--- src/include/ueh_consts.svh ---
// Register offsets, field positions and reset values of the endpoint handshake block
`ifndef UEH_CONSTS_SVH
`define UEH_CONSTS_SVH
// ==========================================
// Register byte offsets
`define UEH_OFS_CTRL0 5'h10
`define UEH_OFS_CTRL1 5'h14
`define UEH_OFS_CLR 5'h18
`define UEH_OFS_FLAGS 5'h1c
// ==========================================
// Control register fields (stall and force-resume used in ctrl1 only, receive enable in ctrl0 only)
`define UEH_B_TOGGLE 7
`define UEH_B_STALL 6
`define UEH_B_TXEN 5
`define UEH_B_RXEN 4
`define UEH_B_FRES 4
`define UEH_CNT_HI 3
// ==========================================
// Flag and clear-strobe bit positions
`define UEH_F_EOP 7
`define UEH_F_BRST 6
`define UEH_F_EP2TX 5
`define UEH_F_EP2RX 4
`define UEH_F_EP1TX 3
`define UEH_F_RESUME 2
`define UEH_F_EP0TX 1
`define UEH_F_EP0RX 0
// ==========================================
// Reset values
`define UEH_RST_CTRL 8'h00
`define UEH_RST_FLAGS 8'h00
`define UEH_RD_ZERO 32'h0000_0000
`endif

--- src/include/ueh_pkg.sv ---
// Types shared by the endpoint handshake block
package ueh_pkg;
  // Token kinds reported by the serial engine
  typedef enum logic [1:0] {
    UEH_TOK_OUT,
    UEH_TOK_IN,
    UEH_TOK_SETUP,
    UEH_TOK_OTHER
  } ueh_tok_t;
  // Reply chosen for a token
  typedef enum logic [2:0] {
    UEH_RSP_NONE,
    UEH_RSP_DATA,
    UEH_RSP_ACK,
    UEH_RSP_NAK,
    UEH_RSP_STALL
  } ueh_rsp_t;
endpackage

--- src/design/ueh_ctrl.sv ---
// Endpoint flow-control, status flags and register slave
`timescale 1ns/1ps
`default_nettype none
`include "ueh_consts.svh"

module ueh_ctrl (
  input wire logic clk_sys,
  input wire logic arst_n,
  // Avalon-MM slave
  input wire logic [4:0] avs_address,
  input wire logic avs_read,
  input wire logic avs_write,
  input wire logic [31:0] avs_writedata,
  output logic [31:0] avs_readdata,
  output logic avs_waitrequest,
  // Token from serial engine, one-cycle pulse
  input wire logic tok_valid,
  input wire logic [1:0] tok_kind,
  input wire logic [1:0] tok_ep,
  // Handshake completion events from serial engine
  input wire logic tx_acked,
  input wire logic [1:0] tx_acked_ep,
  input wire logic rx_acked,
  input wire logic [1:0] rx_acked_ep,
  input wire logic eop_seen,
  input wire logic bus_reset_seen,
  input wire logic bus_activity,
  // Settings held outside this block
  input wire logic ep1_active,
  input wire logic ep2_tx_enable,
  input wire logic ep2_rx_enable,
  input wire logic ep2_tx_data_toggle,
  input wire logic [3:0] ep2_tx_byte_count,
  input wire logic suspend_request,
  // Reply to the token
  output logic rsp_valid,
  output logic [2:0] rsp_kind,
  output logic rsp_toggle,
  output logic [3:0] rsp_count,
  // Line control
  output logic drive_k,
  output logic xcvr_low_power
);

  // ==========================================
  // Reset release
  logic rst_meta_r; // First stage, read only by second
  logic rst_sync_n_r; // Synchronised reset, active low
  wire rst_n = rst_sync_n_r; // Copy that every other process resets on
  // Assert at once, release two edges later
  always_ff @(posedge clk_sys or negedge arst_n) begin
    if (!arst_n) begin
      rst_meta_r <= 1'b0;
      rst_sync_n_r <= 1'b0;
    end else begin
      rst_meta_r <= 1'b1;
      rst_sync_n_r <= rst_meta_r;
    end
  end

  // ==========================================
  // Reply functions
  // IN reply of a plain endpoint: data only when enabled and idle
  function automatic logic [2:0] in_reply(input logic en, input logic done);
    if (!en || done) begin
      in_reply = 3'(ueh_pkg::UEH_RSP_NAK);
    end else begin
      in_reply = 3'(ueh_pkg::UEH_RSP_DATA);
    end
  endfunction

  // OUT reply: accept only into a free, enabled buffer
  function automatic logic [2:0] out_reply(input logic en, input logic done);
    if (!en || done) begin
      out_reply = 3'(ueh_pkg::UEH_RSP_NAK);
    end else begin
      out_reply = 3'(ueh_pkg::UEH_RSP_ACK);
    end
  endfunction

  // ==========================================
  // Register state
  logic [7:0] ctrl0_r; // Endpoint 0 control
  logic [7:0] ctrl1_r; // Endpoint 1 control
  logic [7:0] flags_r; // Event flags
  logic [7:0] flags_nxt;
  logic wait_r; // Waitrequest flop
  logic [31:0] rdata_r; // Read data flop

  // ==========================================
  // Bus decode
  wire bus_req = avs_read | avs_write;
  wire acc_go = bus_req & ~wait_r; // Cycle in which access completes
  wire wr_go = avs_write & acc_go;
  wire sel_c0 = avs_address == `UEH_OFS_CTRL0;
  wire sel_c1 = avs_address == `UEH_OFS_CTRL1;
  wire sel_clr = avs_address == `UEH_OFS_CLR;
  wire sel_fl = avs_address == `UEH_OFS_FLAGS;
  // Clear strobes exist only in the completing write cycle
  wire [7:0] clr_stb = (wr_go & sel_clr) ? avs_writedata[7:0] : 8'h00;

  // Read mux; clear register and holes read zero
  wire [7:0] rd_byte = sel_c0 ? ctrl0_r :
                       sel_c1 ? ctrl1_r :
                       sel_fl ? flags_r : 8'h00;
  wire [31:0] rd_word = {24'h00_0000, rd_byte};

  // One wait state: waitrequest drops the cycle after a request
  always_ff @(posedge clk_sys or negedge rst_n) begin
    if (!rst_n) begin
      wait_r <= 1'b1;
      rdata_r <= `UEH_RD_ZERO;
    end else begin
      wait_r <= ~(bus_req & wait_r);
      if (avs_read && wait_r) begin
        rdata_r <= rd_word;
      end
    end
  end

  // ==========================================
  // Control registers; full byte written to ctrl1, ctrl0 bit 6 forced to zero, count included
  always_ff @(posedge clk_sys or negedge rst_n) begin
    if (!rst_n) begin
      ctrl0_r <= `UEH_RST_CTRL;
      ctrl1_r <= `UEH_RST_CTRL;
    end else begin
      if (wr_go && sel_c0) begin
        ctrl0_r <= {avs_writedata[7], 1'b0, avs_writedata[5:0]};
      end
      if (wr_go && sel_c1) begin
        ctrl1_r <= avs_writedata[7:0];
      end
    end
  end

  // Named fields
  wire ep0_tx_enable = ctrl0_r[`UEH_B_TXEN];
  wire ep0_rx_enable = ctrl0_r[`UEH_B_RXEN];
  wire ep1_tx_enable = ctrl1_r[`UEH_B_TXEN];
  wire ep1_force_stall = ctrl1_r[`UEH_B_STALL];
  wire force_remote_wakeup = ctrl1_r[`UEH_B_FRES];

  // ==========================================
  // Flag set events
  wire tx0 = tx_acked & (tx_acked_ep == 2'd0);
  wire tx1 = tx_acked & (tx_acked_ep == 2'd1);
  wire tx2 = tx_acked & (tx_acked_ep == 2'd2);
  wire rx0 = rx_acked & (rx_acked_ep == 2'd0);
  wire rx2 = rx_acked & (rx_acked_ep == 2'd2);
  // Own forced K must not look like host activity
  wire res_set = bus_activity & suspend_request & ~force_remote_wakeup;
  wire [7:0] flag_set = {eop_seen, bus_reset_seen, tx2, rx2, tx1, res_set, tx0, rx0};

  // Set wins over a clear in the same cycle; no write path exists
  assign flags_nxt = flag_set | (flags_r & ~clr_stb);

  // Flag register
  always_ff @(posedge clk_sys or negedge rst_n) begin
    if (!rst_n) begin
      flags_r <= `UEH_RST_FLAGS;
    end else begin
      flags_r <= flags_nxt;
    end
  end

  wire ep0_tx_done_flag = flags_r[`UEH_F_EP0TX];
  wire ep0_rx_done_flag = flags_r[`UEH_F_EP0RX];
  wire ep1_tx_done_flag = flags_r[`UEH_F_EP1TX];
  wire ep2_tx_done_flag = flags_r[`UEH_F_EP2TX];
  wire ep2_rx_done_flag = flags_r[`UEH_F_EP2RX];
  wire resume_seen_flag = flags_r[`UEH_F_RESUME];

  // ==========================================
  // Token reply decision
  wire is_in = tok_kind == 2'(ueh_pkg::UEH_TOK_IN);
  wire is_out = tok_kind == 2'(ueh_pkg::UEH_TOK_OUT);
  wire is_setup = tok_kind == 2'(ueh_pkg::UEH_TOK_SETUP);
  logic [2:0] rsp_nxt;
  logic tog_nxt;
  logic [3:0] cnt_nxt;

  // Pick reply, toggle and count per endpoint
  always_comb begin
    rsp_nxt = 3'(ueh_pkg::UEH_RSP_NONE);
    tog_nxt = 1'b0;
    cnt_nxt = 4'h0;
    case (tok_ep)
      2'd0: begin
        tog_nxt = ctrl0_r[`UEH_B_TOGGLE];
        cnt_nxt = ctrl0_r[`UEH_CNT_HI:0];
        if (is_in) begin
          rsp_nxt = in_reply(ep0_tx_enable, ep0_tx_done_flag);
        end else if (is_out) begin
          rsp_nxt = out_reply(ep0_rx_enable, ep0_rx_done_flag);
        end else if (is_setup) begin
          // Setup is always taken, whatever the flag
          rsp_nxt = 3'(ueh_pkg::UEH_RSP_ACK);
        end
      end
      2'd1: begin
        tog_nxt = ctrl1_r[`UEH_B_TOGGLE];
        cnt_nxt = ctrl1_r[`UEH_CNT_HI:0];
        if (ep1_force_stall && (is_in || is_out)) begin
          rsp_nxt = 3'(ueh_pkg::UEH_RSP_STALL);
        end else if (is_in && ep1_active) begin
          // Inactive endpoint stays silent unless a stall is forced
          rsp_nxt = in_reply(ep1_tx_enable, ep1_tx_done_flag);
        end
      end
      2'd2: begin
        tog_nxt = ep2_tx_data_toggle;
        cnt_nxt = ep2_tx_byte_count;
        if (is_in) begin
          rsp_nxt = in_reply(ep2_tx_enable, ep2_tx_done_flag);
        end else if (is_out) begin
          rsp_nxt = out_reply(ep2_rx_enable, ep2_rx_done_flag);
        end
      end
      default: begin
        // Unknown endpoint: no reply
        rsp_nxt = 3'(ueh_pkg::UEH_RSP_NONE);
      end
    endcase
  end

  // ==========================================
  // Reply and line-control outputs
  logic rsp_valid_r;
  logic [2:0] rsp_kind_r;
  logic rsp_toggle_r;
  logic [3:0] rsp_count_r;
  logic drive_k_r;
  logic low_pwr_r;

  // Reply stands one cycle after the token
  always_ff @(posedge clk_sys or negedge rst_n) begin
    if (!rst_n) begin
      rsp_valid_r <= 1'b0;
      rsp_kind_r <= 3'(ueh_pkg::UEH_RSP_NONE);
      rsp_toggle_r <= 1'b0;
      rsp_count_r <= 4'h0;
      drive_k_r <= 1'b0;
      low_pwr_r <= 1'b0;
    end else begin
      rsp_valid_r <= tok_valid;
      if (tok_valid) begin
        rsp_kind_r <= rsp_nxt;
        rsp_toggle_r <= tog_nxt;
        rsp_count_r <= cnt_nxt;
      end
      drive_k_r <= force_remote_wakeup;
      low_pwr_r <= suspend_request;
    end
  end

  assign avs_readdata = rdata_r;
  assign avs_waitrequest = wait_r;
  assign rsp_valid = rsp_valid_r;
  assign rsp_kind = rsp_kind_r;
  assign rsp_toggle = rsp_toggle_r;
  assign rsp_count = rsp_count_r;
  assign drive_k = drive_k_r;
  assign xcvr_low_power = low_pwr_r;

  wire t0 = tok_valid & (tok_ep == 2'd0);
  wire t1 = tok_valid & (tok_ep == 2'd1);
  wire t2 = tok_valid & (tok_ep == 2'd2);
  wire [7:0] set_clr_hit = flag_set & clr_stb; // Same-cycle set and clear per flag
endmodule // ueh_ctrl
`default_nettype wire

--- config.mk ---
export PLATFORM = sky130hd
export DESIGN_NAME = ueh_ctrl
export DESIGN_NICKNAME = d
export VERILOG_FILES = /design/src/include/ueh_pkg.sv /design/src/design/ueh_ctrl.sv
export VERILOG_INCLUDE_DIRS = /design/src /design/src/include
export SDC_FILE = /design/constraint.sdc
export NUM_CORES = 1
export LEC_CHECK = 0
export BUFFER_PORTS_ARGS = -buffer_cell sky130_fd_sc_hd__clkbuf_2
export CAP_MARGIN = 20
export CORE_MARGIN = 2
export CORE_UTILIZATION = 46
export CTS_CLUSTER_SIZE = 8
export DETAILED_ROUTE_END_ITERATION = 8
export PLACE_DENSITY = 0.8
export SYNTH_ARGS = -nofsm -noshare
export SYNTH_HDL_FRONTEND = slang
export SYNTH_SLANG_ARGS = --single-unit
--- constraint.sdc ---
create_clock -name clk_sys -period 1.76 [get_ports clk_sys]
set_input_delay 0.088 -clock clk_sys [delete_from_list [all_inputs] [get_ports clk_sys]]
set_output_delay 0.088 -clock clk_sys [all_outputs]
set_load 0.01 [all_outputs]
=== Yosys cells after proc, flatten, opt, wreduce, memory -nomap -nowiden ===
Cells that the tools add are included.

* Bits in registers: 45
* Output and inout bits: 44
* Logic and storage cells: 81

* Eq/ne operators: 11
* Muxes and demuxes: 19
* Bitwise logic cells: 18
* Reductions and logical operators: 20

{| class="wikitable"
|+ Operator list
! kind !! number
|-
| 8-bit 2-to-1 mux || 4
|-
| 5-bit == test (second input constant) || 4
|-
| 2-bit 2-to-1 mux || 6
|-
| 3-bit 2-to-1 mux || 4
|-
| 4-bit one-hot mux with 3 select lines || 1
|-
| 1-bit bitwise AND || 11
|-
| 3-bit one-hot mux with 3 select lines || 1
|-
| 8-bit bitwise AND || 1
|-
| 2-bit == test (second input constant) || 4
|-
| 2-bit zero test || 4
|-
| 8-bit inverter || 1
|-
| 8-bit bitwise OR || 1
|-
| 2-bit by 1-bit == test with 1-bit output (second input constant) || 3
|-
| 1-bit logical OR || 6
|-
| 1-bit logical AND || 5
|-
| 1-bit zero test || 5
|-
| 1-bit inverter || 3
|-
| 1-bit one-hot mux with 3 select lines || 1
|-
| 1-bit 2-to-1 mux || 2
|-
| 1-bit bitwise OR || 1
|}

=== Depth between registers and ports, before layout ===
Gate-level depths: netlist (run 1).

* Depth in word-level cells: 8
* Mapped depth: 5
* Mapped depth without buffers: 4

=== Least setup slack after synthesis (run 1) ===
No wires, ideal clock.

* Kind: register to register
* From: register wait_r, in the netlist avs_waitrequest
* To: register rdata_r[1], in the netlist avs_readdata[1]
* Setup time: 83 ps
* Data arrival time: 1331 ps
* Required time: 1677 ps
* Slack: 346 ps
* Cell stages (with the launch flop): 5
* Path buffers: 1
* Clock period less this slack: 1414 ps
* Cell sequence: dfstp_2 > nand2_1 > or2_2 > clkbuf_1 > o21ai_0

* Longest elaborated chain between the ends: 1

{| class="wikitable"
|+ Ends and longest elaborated chain
! item !! RTL line !! RTL
|-
| from (decl) || ueh_ctrl.sv:87 || <nowiki>logic wait_r;</nowiki>
|-
| from (signal assigned) || ueh_ctrl.sv:114 || <nowiki>wait_r <= ~(bus_req & wait_r);</nowiki>
|-
| 1-bit logical AND || ueh_ctrl.sv:115 || <nowiki>if (avs_read && wait_r) begin</nowiki>
|-
| to (signal assigned) || ueh_ctrl.sv:112 || <nowiki>rdata_r <= `UEH_RD_ZERO;</nowiki>
|-
| to (signal assigned) || ueh_ctrl.sv:116 || <nowiki>rdata_r <= rd_word;</nowiki>
|-
| to (decl) || ueh_ctrl.sv:88 || <nowiki>logic [31:0] rdata_r;</nowiki>
|}

No other way between the ends.
A chain may end at the register's enable or synchronous reset.

=== Worst setup path in the final report (run 1) ===
* From: register wait_r, in the netlist avs_waitrequest
* To: register ctrl0_r[1]

* Longest elaborated chain between the ends: 4

{| class="wikitable"
|+ Ends and longest elaborated chain
! item !! RTL line !! RTL
|-
| 1-bit inverter || ueh_ctrl.sv:93 || <nowiki>wire acc_go = bus_req & ~wait_r;</nowiki>
|-
| 1-bit bitwise AND || ueh_ctrl.sv:93 ||
|-
| 1-bit bitwise AND || ueh_ctrl.sv:94 || <nowiki>wire wr_go = avs_write & acc_go;</nowiki>
|-
| 1-bit logical AND || ueh_ctrl.sv:128 || <nowiki>if (wr_go && sel_c0) begin</nowiki>
|-
| to (signal assigned) || ueh_ctrl.sv:125 || <nowiki>ctrl0_r <= `UEH_RST_CTRL;</nowiki>
|-
| to (signal assigned) || ueh_ctrl.sv:129 || <nowiki>ctrl0_r <= {avs_writedata[7], 1'b0, avs_writedata[5:0]};</nowiki>
|-
| to (decl) || ueh_ctrl.sv:83 || <nowiki>logic [7:0] ctrl0_r;</nowiki>
|}

No other way between the ends.

==> impl_metrics.py, run 1 <==
metrics = {
    "synth": {
        "netlist_instances": 203,
        "synth_area_leaders": "dfrtp_1 49%, mux2_2 12%, buf_4 8.4%",
        "syn_area_per_cell_um2": 11.0,
        "synth-seq-cells": 45,
        "synth_top_area_share_pct": 49.3,
        "synth_area_leader_cell": "dfrtp_1",
        "synth_edf_count": 0,
        "yosysWarningCount": 0,
        "synth_flop_cell": "dfrtp_1",
        "synth_seq_area_share_pct": 50.4,
        "synthArstFlopShare_pct": 100,
        "synth_cell_type_count": 37,
        "syn_area_mm2": 0.00223,
    },
    "layout": {
        "multi_input_area_um2": 950,
        "diodes": 0,
        "fin_util_pct": 57.6,
        "area_growth_syn_to_layout_pct": 20.9,
        "nFillCells": 423,
        "nNetsFinal": 337,
        "finalNonFillerCells": 328,
        "seq_area_mm2": 0.00113,
        "drive_gt1_share_pct": 37.6,
    },
    "critical_path": {
        "cp_max_fo": 7,
        "reg2reg_depth": 3,
        "startpoint": "avs_waitrequest",
        "worstReg2RegStart": "avs_waitrequest",
        "crit_path_end_kind": "flop",
        "critical_path_required_ps": 1940,
        "cp.arrival_ps": 1550,
        "worst-path-buf-inv": 0,
        "crit_family": "simple AND/OR/NAND/NOR gates",
        "crit_chain": "nor3b_2 > nand2_2 > mux2_2",
        "crit_path_start_kind": "flop",
        "cp.depth": 3,
        "slowest_stage": "dfstp_2",
        "slowest_delay_ps": 410,
        "worstSetupPathType": "flop to flop",
    },
    "global_route": {
        "grt_max_degree": 44,
        "grt_pass1_vias": 1657,
        "grt_overflow": 0,
        "grt_pass1_wl_um": 7730,
        "antenna_found_initial": 0,
        "grt_use_total_pct": 18.7,
    },
    "cts": {
        "clock_path_buffers": 2,
        "root_buffer": "clkbuf_8",
        "clk_pin_slew_worst_paths_ps": 80,
        "cts_buffers": 5,
        "clock_latency_ps": 290,
        "clock_sinks": 45,
        "tritoncts": "yes",
        "htreeDepth": 2,
    },
    "timing": {
        "maxSlewViolCount": 0,
        "post-route-min-period_ps": 1370,
        "tightest_slew_ps": 524,
        "relSlewSlack_pct": 65.1,
        "fin_skew_ps": 2.20,
        "finalHoldViolations": 0,
        "rsz0062_at_grt": "false",
        "setup_viol": 0,
        "setup_tns_ps": 0,
        "fin_crit_sh_pct": 77.9,
        "clock.fmax_ghz": 0.730,
    },
    "route": {
        "routed_wl_um": 4700,
        "num_vias": 1704,
        "via_per_inst": 5.20,
        "drc_errors": 0,
        "drt_iter0_drc": 70,
        "ant_nets": 0,
        "routedWlPerCell_um": 14.3,
        "dr.pass1.iters": 4,
    },
    "place": {
        "dp.cells": 314,
        "gp_congestion": 0.806,
        "hpwl_um": 3550,
        "io_buffers": 59,
    },
    "die": {
        "io_pins": 108,
        "die_w_um": 73.7,
        "initial_utilization_pct": 47.6,
        "core_area_mm2": 0.00469,
        "row_count": 25,
        "die_area_mm2": 0.00543,
        "fp.dieH_um": 73.7,
    },
    "worst_hold_path": {
        "hold_class": "input port to flop",
        "holdPathStages": 3,
        "min-delay-start": "bus_activity",
    },
    "pwr": {
        "cellPowerDensity_mw_per_mm2": 908,
        "p_leak_nw": 1.35,
        "ir_drop_uv": 495,
    },
    "job": {
        "drv_cap": 0,
    },
    "outcome": {
        "outcome": "finished, final reports clean",
    },
}
[routing by layer]
layer  share of wire [%]  vias up  global-route usage, %
met2                  48       68                   29.7
met4                 2.8        0                   7.68
met5                   0        -                      0
li1                    -      807                      -
met1                  43      815                   24.6
met3                 5.6       14                   4.66
[logic make-up after synthesis]
| family | share of synthesized area (%) |
|---|---|
| other | 0.336 |
| muxes | 13.8 |
| DFF | 50.4 |
| and+or+nand+nor | 11.8 |
| buffers and inverters | 10.9 |
| AOI/OAI and AO/OA | 12.7 |
[final timing paths]
path / slack (ps) / to
hold / removal: 30 / flags_r[2]
hold reg to reg: 320 / flags_r[0]
min in group asynchronous: 100 / rst_meta_r
setup reg to reg: 390 / ctrl0_r[1]
setup / recovery: 390 / ctrl0_r[1]
max in group asynchronous: 1070 / avs_waitrequest
[cell type report]
class	count	area share, %
clock buffer	5	2.55
multi-input combinational	143	35.2
sequential	45	41.7
clock inverter	3	2.41
inverter	8	1.11
timing repair buffer	70	14.5
tap	54	2.50
[repair_timing]
item                                   CTS  global route
hold buffers                             6             0
setup buffers                            0             0
gates resized for setup                  0             0
setup endpoints to repair                0             0
endpoints found under the hold margin    6             0
[Yosys cell counts, drive strengths merged, types with 2 or more instances]
cell type,count
clkbuf,3
mux2,23
buf,27
nor3b,2
nand2,21
nor2b,3
nor4b,2
a32o,5
o21ai,12
nor2,12
conb,2
dfrtp,44
inv,8
a21o,2
a22oi,7
mux2i,5
a21oi,11
[layout by cell type (no fill, tap or decap), types with 2 or more instances in the layout]
cell type,count
a21o_1,2
a21oi_1,11
a22oi_1,7
a32o_1,5
buf_4,5
bufinv_16,2
clkbuf_2,59
clkbuf_8,5
conb_1,25
dfrtp_1,44
dlygate4sd3_1,6
inv_1,8
mux2_2,23
mux2i_1,5
nand2_1,20
nor2_1,11
nor2b_1,3
o21ai_0,12
[tightest hold or removal path: stages]
cell	delay, ps
clkbuf_2	80
nand2_1	50
o2bb2ai_1	70
[through the flow]
| step | power (mW) | hold slack, ps | setup WS (ps) | area [um2] |
|---|---|---|---|---|
| detailed placement | 1.55 | -121 | 218 | 2510 |
| floorplan | 1.45 | -208 | 346 | 2320 |
| finish | 2.45 | 33.1 | 389 | 2700 |
| global route | 2.57 | 31.5 | 346 | 2700 |
| CTS | 2.47 | 31.9 | 385 | 2700 |
| global placement | 1.54 | -127 | 240 | 2510 |
[registers in the layout, indices dropped and copies added, names as in the netlist]
name             flops
avs_readdata         8
rst_n                1
xcvr_low_power       1
rsp_count            4
rsp_kind             3
rsp_valid            1
avs_waitrequest      1
ctrl0_r              7
rst_meta_r           1
rsp_toggle           1
ctrl1_r              8
flags_r              8
drive_k              1
[power by group]
group / internal (mW) / switching (mW) / total (mW)
Combinational: 0.175 / 0.187 / 0.362
Sequential: 1.12 / 0.0694 / 1.19
Clock: 0.563 / 0.336 / 0.900
Total: 1.86 / 0.593 / 2.45
No activity file was read; power rests on OpenSTA's default activity.
==> run 2, diff against run 1 <==
Settings changed: CORE_UTILIZATION 46 to 42, PLACE_DENSITY 0.8 to 0.77.
Clock period 1.76 ns to 1.2 ns, I/O delays scaled along.
==> run 2 against run 1 <==
  * The run now ends with negative setup slack left
  * Fmax grew 4.9%
  * Critical endpoint is now avs_readdata[1]
  * Critical path depth grew 1
  * Sequential power grew 47%
  * Power grew 34%
  * Clock skew grew 8.4 ps
==> impl_metrics.py, run 2 (same netlist as run 1, synthesis figures left out) <==
metrics = {
    "pwr": {
        "netSwitchingPower_uw": 940,
        "ir_drop_uv": 447,
        "p_clk_share_pct": 28.8,
        "p_leak_nw": 1.43,
        "comb_power_share_pct": 17.9,
        "p_int_mw": 2.35,
        "seqPwrFrac_pct": 53.2,
        "switching_share_pct": 28.6,
        "cellPowerDensity_mw_per_mm2": 1150,
    },
    "place": {
        "placed_area_mm2": 0.00262,
        "hpwl_um": 3950,
        "io_buffers": 59,
        "dp.cells": 338,
        "gp_congestion": 0.867,
    },
    "die": {
        "core_area_mm2": 0.00511,
        "fp.dieH_um": 76.9,
        "die_w_um": 76.9,
        "initial_utilization_pct": 43.8,
        "row_count": 26,
        "die_area_mm2": 0.00592,
        "io_pins": 108,
    },
    "global_route": {
        "grt_pass1_vias": 1799,
        "antenna_found_initial": 0,
        "grt_max_degree": 23,
        "globalRoute.busiestLayer": "met2",
        "met3_usage_pct": 5.18,
        "grtUsageMet1_pct": 22.4,
        "grt_overflow": 0,
        "grt_pass1_wl_um": 8570,
        "use_met2_pct": 31.3,
        "grt_use_total_pct": 18.7,
    },
    "layout": {
        "area_growth_syn_to_layout_pct": 27.7,
        "multi_input_area_mm2": 0.00102,
        "finalNonFillerCells": 354,
        "diodes": 0,
        "nFillCells": 456,
        "nNetsFinal": 347,
        "drive_gt1_share_pct": 45.1,
        "layout_common_cells": "59 x clkbuf_2, 43 x dfrtp_1, 25 x conb_1, 23 x mux2_2",
        "seq_area_mm2": 0.00113,
        "fin_area_mm2": 0.00285,
        "final_common_cell": "clkbuf_2",
    },
    "route": {
        "dr.pass1.iters": 4,
        "num_vias": 1751,
        "ant_nets": 0,
        "drc_errors": 0,
        "routedWlPerCell_um": 14.6,
        "via_per_inst": 4.95,
        "routed_wl_um": 5180,
        "drt_iter0_drc": 109,
    },
    "job": {
        "drv_cap": 0,
    },
    "timing": {
        "post-route-min-period_ps": 1310,
        "finalHoldViolations": 0,
        "clock.fmax_ghz": 0.765,
        "setup_viol": 27,
        "rsz0062_at_grt": "true",
        "maxSlewViolCount": 0,
        "fin_skew_ps": 10.6,
        "fin_crit_sh_pct": 109,
        "worst_slack_ps": -107,
    },
    "critical_path": {
        "slowest_delay_ps": 620,
        "reg2reg_depth": 4,
        "rrSetupSlack_ps": -110,
        "crit_family": "flip-flops",
        "reg2reg_to": "avs_readdata[1]",
        "cp_max_fo": 8,
        "worstReg2RegStart": "avs_waitrequest",
        "critical_path_required_ps": 1430,
        "crit_path_end_kind": "flop",
        "crit_path_start_kind": "flop",
        "slowest_stage": "dfstp_2",
        "worst-path-buf-inv": 1,
        "worstSetupPathType": "flop to flop",
        "crit_chain": "buf_4 > nand2_4 > or2_4 > o21ai_1",
        "cp.arrival_ps": 1540,
    },
    "cts": {
        "cts_buffers": 5,
        "clock_sinks": 45,
        "clock_path_buffers": 2,
        "tritoncts": "yes",
        "clock_latency_ps": 310,
        "htreeDepth": 2,
        "clk_pin_slew_worst_paths_ps": 90,
        "root_buffer": "clkbuf_8",
    },
    "outcome": {
        "outcome": "complete, but fails checks",
        "violations": "negative setup slack",
    },
    "worst_hold_path": {
        "holdPathStages": 2,
        "hold_class": "input port to flop",
        "min-delay-start": "tx_acked_ep[1]",
        "hold_path_end": "flags_r[5]",
    },
}
==> run 2: cell type report <==
type                       count  area share, %
sequential                    45           39.5
inverter                       8           1.05
clock inverter                 3          0.789
clock buffer                   5           2.41
tap                           70           3.07
multi-input combinational    143           35.8
timing repair buffer          80           17.4
==> run 2: worst max-delay path by stage <==
stage                    start               to  slack [ps]  depth (start not counted)
5_1_grt        avs_waitrequest       ctrl1_r[7]        -160                          3
6_report       avs_waitrequest  avs_readdata[1]        -110                          4
3_5_place_dp    avs_address[1]       ctrl0_r[2]        -290                          5
2_1_floorplan   avs_address[1]       ctrl1_r[0]        -110                          4
3_3_place_gp    avs_address[1]       ctrl1_r[6]        -270                          5
4_1_cts        avs_waitrequest       ctrl1_r[2]         -90                          3
==> run 2: repair_timing <==
action	4_1_cts	5_1_grt
hold endpoints to repair	7	0
buffers inserted	0	1
endpoints found under the setup margin	30	33
hold buffers	7	0
pin swaps	7	1
gates resized for setup	8	11
==> run 2: power by group through the flow <==
stage	logic, mW	registers, mW	clock network, mW
2_1_floorplan	0.349	1.78	0
3_3_place_gp	0.539	1.77	0
3_5_place_dp	0.552	1.78	0
4_1_cts	0.580	1.75	0.980
5_1_grt	0.647	1.77	1.04
6_report	0.590	1.75	0.949
==> run 2: per-stage QoR <==
| step | utilization, % | setup TNS (ps) | power (mW) | setup slack, ps | hold WS, ps |
|---|---|---|---|---|---|
| after floorplan | - | -2290 | 2.13 | -111 | -236 |
| after CTS | 55.1 | -1810 | 3.31 | -87.4 | 4.80 |
| after global placement | 51.4 | -5520 | 2.31 | -273 | -152 |
| after detailed placement | 51.4 | -5870 | 2.33 | -289 | -150 |
| final | 55.9 | -1750 | 3.29 | -107 | 13.4 |
| after global routing | 55.9 | -3220 | 3.45 | -159 | 5.71 |
==> run 2: routing by layer <==
metal	vias to the layer above	wire, um	share of wire (%)
met3	12	328	6.3
met2	66	2590	50
met5	-	0	0
met1	848	2130	41
li1	825	-	-
met4	0	133	2.6
==> run 3, diff against run 2 <==
Settings changed: CORE_UTILIZATION 42 to 46, PLACE_DENSITY 0.77 to 0.8.
Clock period 1.2 ns to 1.5 ns, I/O delays scaled along.
==> run 3 against run 2 <==
  * Clock skew shrank 4.0 ps
  * Non-clock buffer count shrank 9
  * The flow now finishes without violations
  * Hold slack lost 3.2 ps
  * Cell count shrank 7.1%
  * Largest cell class unchanged
  * Count of clock-buffer cells in the layout grew 3
  * Critical path type unchanged
  * Flip-flop and latch count is the same
  * Sequential share of layout area grew 2.6 points
  * First-iteration DRC count shrank 38%
  * Global-route usage grew 0.19 points
==> impl_metrics.py, run 3 (same netlist as run 1, synthesis figures left out) <==
metrics = {
    "critical_path": {
        "slowest_stage": "dfstp_2",
        "crit_chain": "nor3b_2 > nand2_2 > mux2_2",
        "slowest_delay_ps": 410,
        "crit_path_start_kind": "flop",
        "cp_max_fo": 7,
        "worstSetupPathType": "flop to flop",
        "critical_path_required_ps": 1680,
        "crit_path_end_kind": "flop",
        "cp.arrival_ps": 1540,
    },
    "pwr": {
        "cellPowerDensity_mw_per_mm2": 967,
        "seqPwrFrac_pct": 54.0,
        "ir_drop_uv": 380,
        "switching_share_pct": 26.6,
        "p_int_mw": 1.90,
        "power_mw": 2.59,
        "comb_power_share_pct": 16.6,
        "p_leak_nw": 1.34,
        "netSwitchingPower_uw": 687,
        "p_clk_share_pct": 29.5,
    },
    "route": {
        "routed_wl_um": 4750,
        "routedWlPerCell_um": 14.4,
        "num_vias": 1713,
        "via_per_inst": 5.21,
        "dr.pass1.iters": 4,
        "ant_nets": 0,
        "drc_errors": 0,
        "drt_iter0_drc": 68,
    },
    "die": {
        "initial_utilization_pct": 47.6,
        "row_count": 25,
        "fp.dieH_um": 73.7,
        "core_area_mm2": 0.00469,
        "die_area_mm2": 0.00543,
        "die_w_um": 73.7,
        "io_pins": 108,
    },
    "layout": {
        "nNetsFinal": 338,
        "diodes": 0,
        "area_growth_syn_to_layout_pct": 19.8,
        "finalNonFillerCells": 329,
        "layout_common_cells": "59 x clkbuf_2, 44 x dfrtp_1, 25 x conb_1, 23 x mux2_2, 20 x nand2_1",
        "final_common_cell": "clkbuf_2",
        "drive_gt1_share_pct": 37.1,
        "fin_util_pct": 57.1,
    },
    "place": {
        "dp.cells": 315,
        "place_ws_ps": -24.7,
        "io_buffers": 59,
        "gp_congestion": 0.839,
        "hpwl_um": 3600,
    },
    "timing": {
        "finalHoldViolations": 0,
        "worst_slack_ps": 143,
        "maxSlewViolCount": 0,
        "fin_skew_ps": 6.62,
        "setup_viol": 0,
        "post-route-min-period_ps": 1360,
        "fin_crit_sh_pct": 90.4,
        "clock.fmax_ghz": 0.737,
        "setup_tns_ps": 0,
        "rsz0062_at_grt": "false",
    },
    "cts": {
        "clock_path_buffers": 2,
        "post_cts.repair.setup_buffers": 0,
        "root_buffer": "clkbuf_8",
        "cts_buffers": 5,
        "htreeDepth": 2,
        "clk_pin_slew_worst_paths_ps": 80,
        "tritoncts": "yes",
        "clock_latency_ps": 300,
        "clock_sinks": 45,
    },
    "global_route": {
        "antenna_found_initial": 0,
        "grt_overflow": 0,
        "grt_pass1_wl_um": 7730,
        "grt_pass1_vias": 1625,
        "grt_max_degree": 44,
        "grt_use_total_pct": 18.8,
    },
    "outcome": {
        "outcome": "finished, final reports clean",
    },
    "job": {
        "drv_cap": 0,
    },
    "worst_hold_path": {
        "hold_class": "input port to flop",
    },
}
run 3: cell types whose count changed in the layout (fill, tap and decap cells not counted), moves of 2 or more:
| cell | previous run | this run |
|---|---|---|
| o21ai_0 | 2 | 12 |
| nand2_1 | 12 | 20 |
| buf_4 | 12 | 5 |
| nand2_2 | 7 | 1 |
| o21ai_1 | 5 | 0 |
| o21ai_2 | 5 | 0 |
| clkbuf_1 | 0 | 2 |
| clkinv_4 | 2 | 0 |
| nand2_4 | 2 | 0 |
run 3: routing by layer:
metal	vias up	global-route usage, %	share of wire [%]
met5	-	0	0
met4	0	8.08	2.8
met1	818	23.6	42
met2	82	30.5	49
li1	802	-	-
met3	11	5.21	6.7
run 3: worst max-delay path, delay by kind of cell (launching register included):
kind	cells	cell delay [ps]
simple gates	2	510
flops	1	410
mux	1	320
run 3: power groups by stage:
stage,clock (mW),sequential (mW),combinational (mW)
4_1_cts,0.789,1.39,0.429
3_3_place_gp,0,1.41,0.402
3_5_place_dp,0,1.42,0.411
5_1_grt,0.821,1.41,0.478
6_report,0.763,1.40,0.428
2_1_floorplan,0,1.42,0.274
run 3: final timing paths:
path                                    to            start  depth (start not counted)  slack [ps]
min in group asynchronous            rst_n           arst_n                          2          90
min                             flags_r[2]     bus_activity                          3          10
min reg2reg                     ctrl0_r[4]            rst_n                          1         240
max in group asynchronous  avs_waitrequest            rst_n                          1         990
max reg2reg                     ctrl0_r[3]  avs_waitrequest                          3         140
max                             ctrl0_r[3]  avs_waitrequest                          3         140
run 3: timing repair:
action | in CTS | in global routing
endpoints found under the hold margin | 6 | 0
gates resized for setup | 0 | 0
hold buffers | 6 | 0
run 3: metrics by stage:
step                area (um2)  hold WS, ps
global route              2680         21.8
detailed placement        2530         -135
finish                    2680         10.2
CTS                       2680         6.05
floorplan                 2320         -221
global placement          2530         -140
run 3: final cells by class:
type	instances	area [um2]
fill	410	2010
sequential	45	1130
multi-input combinational	143	950
timing repair buffer	71	413
clock buffer	8	90.1
tap	54	67.6
inverter	8	30.0
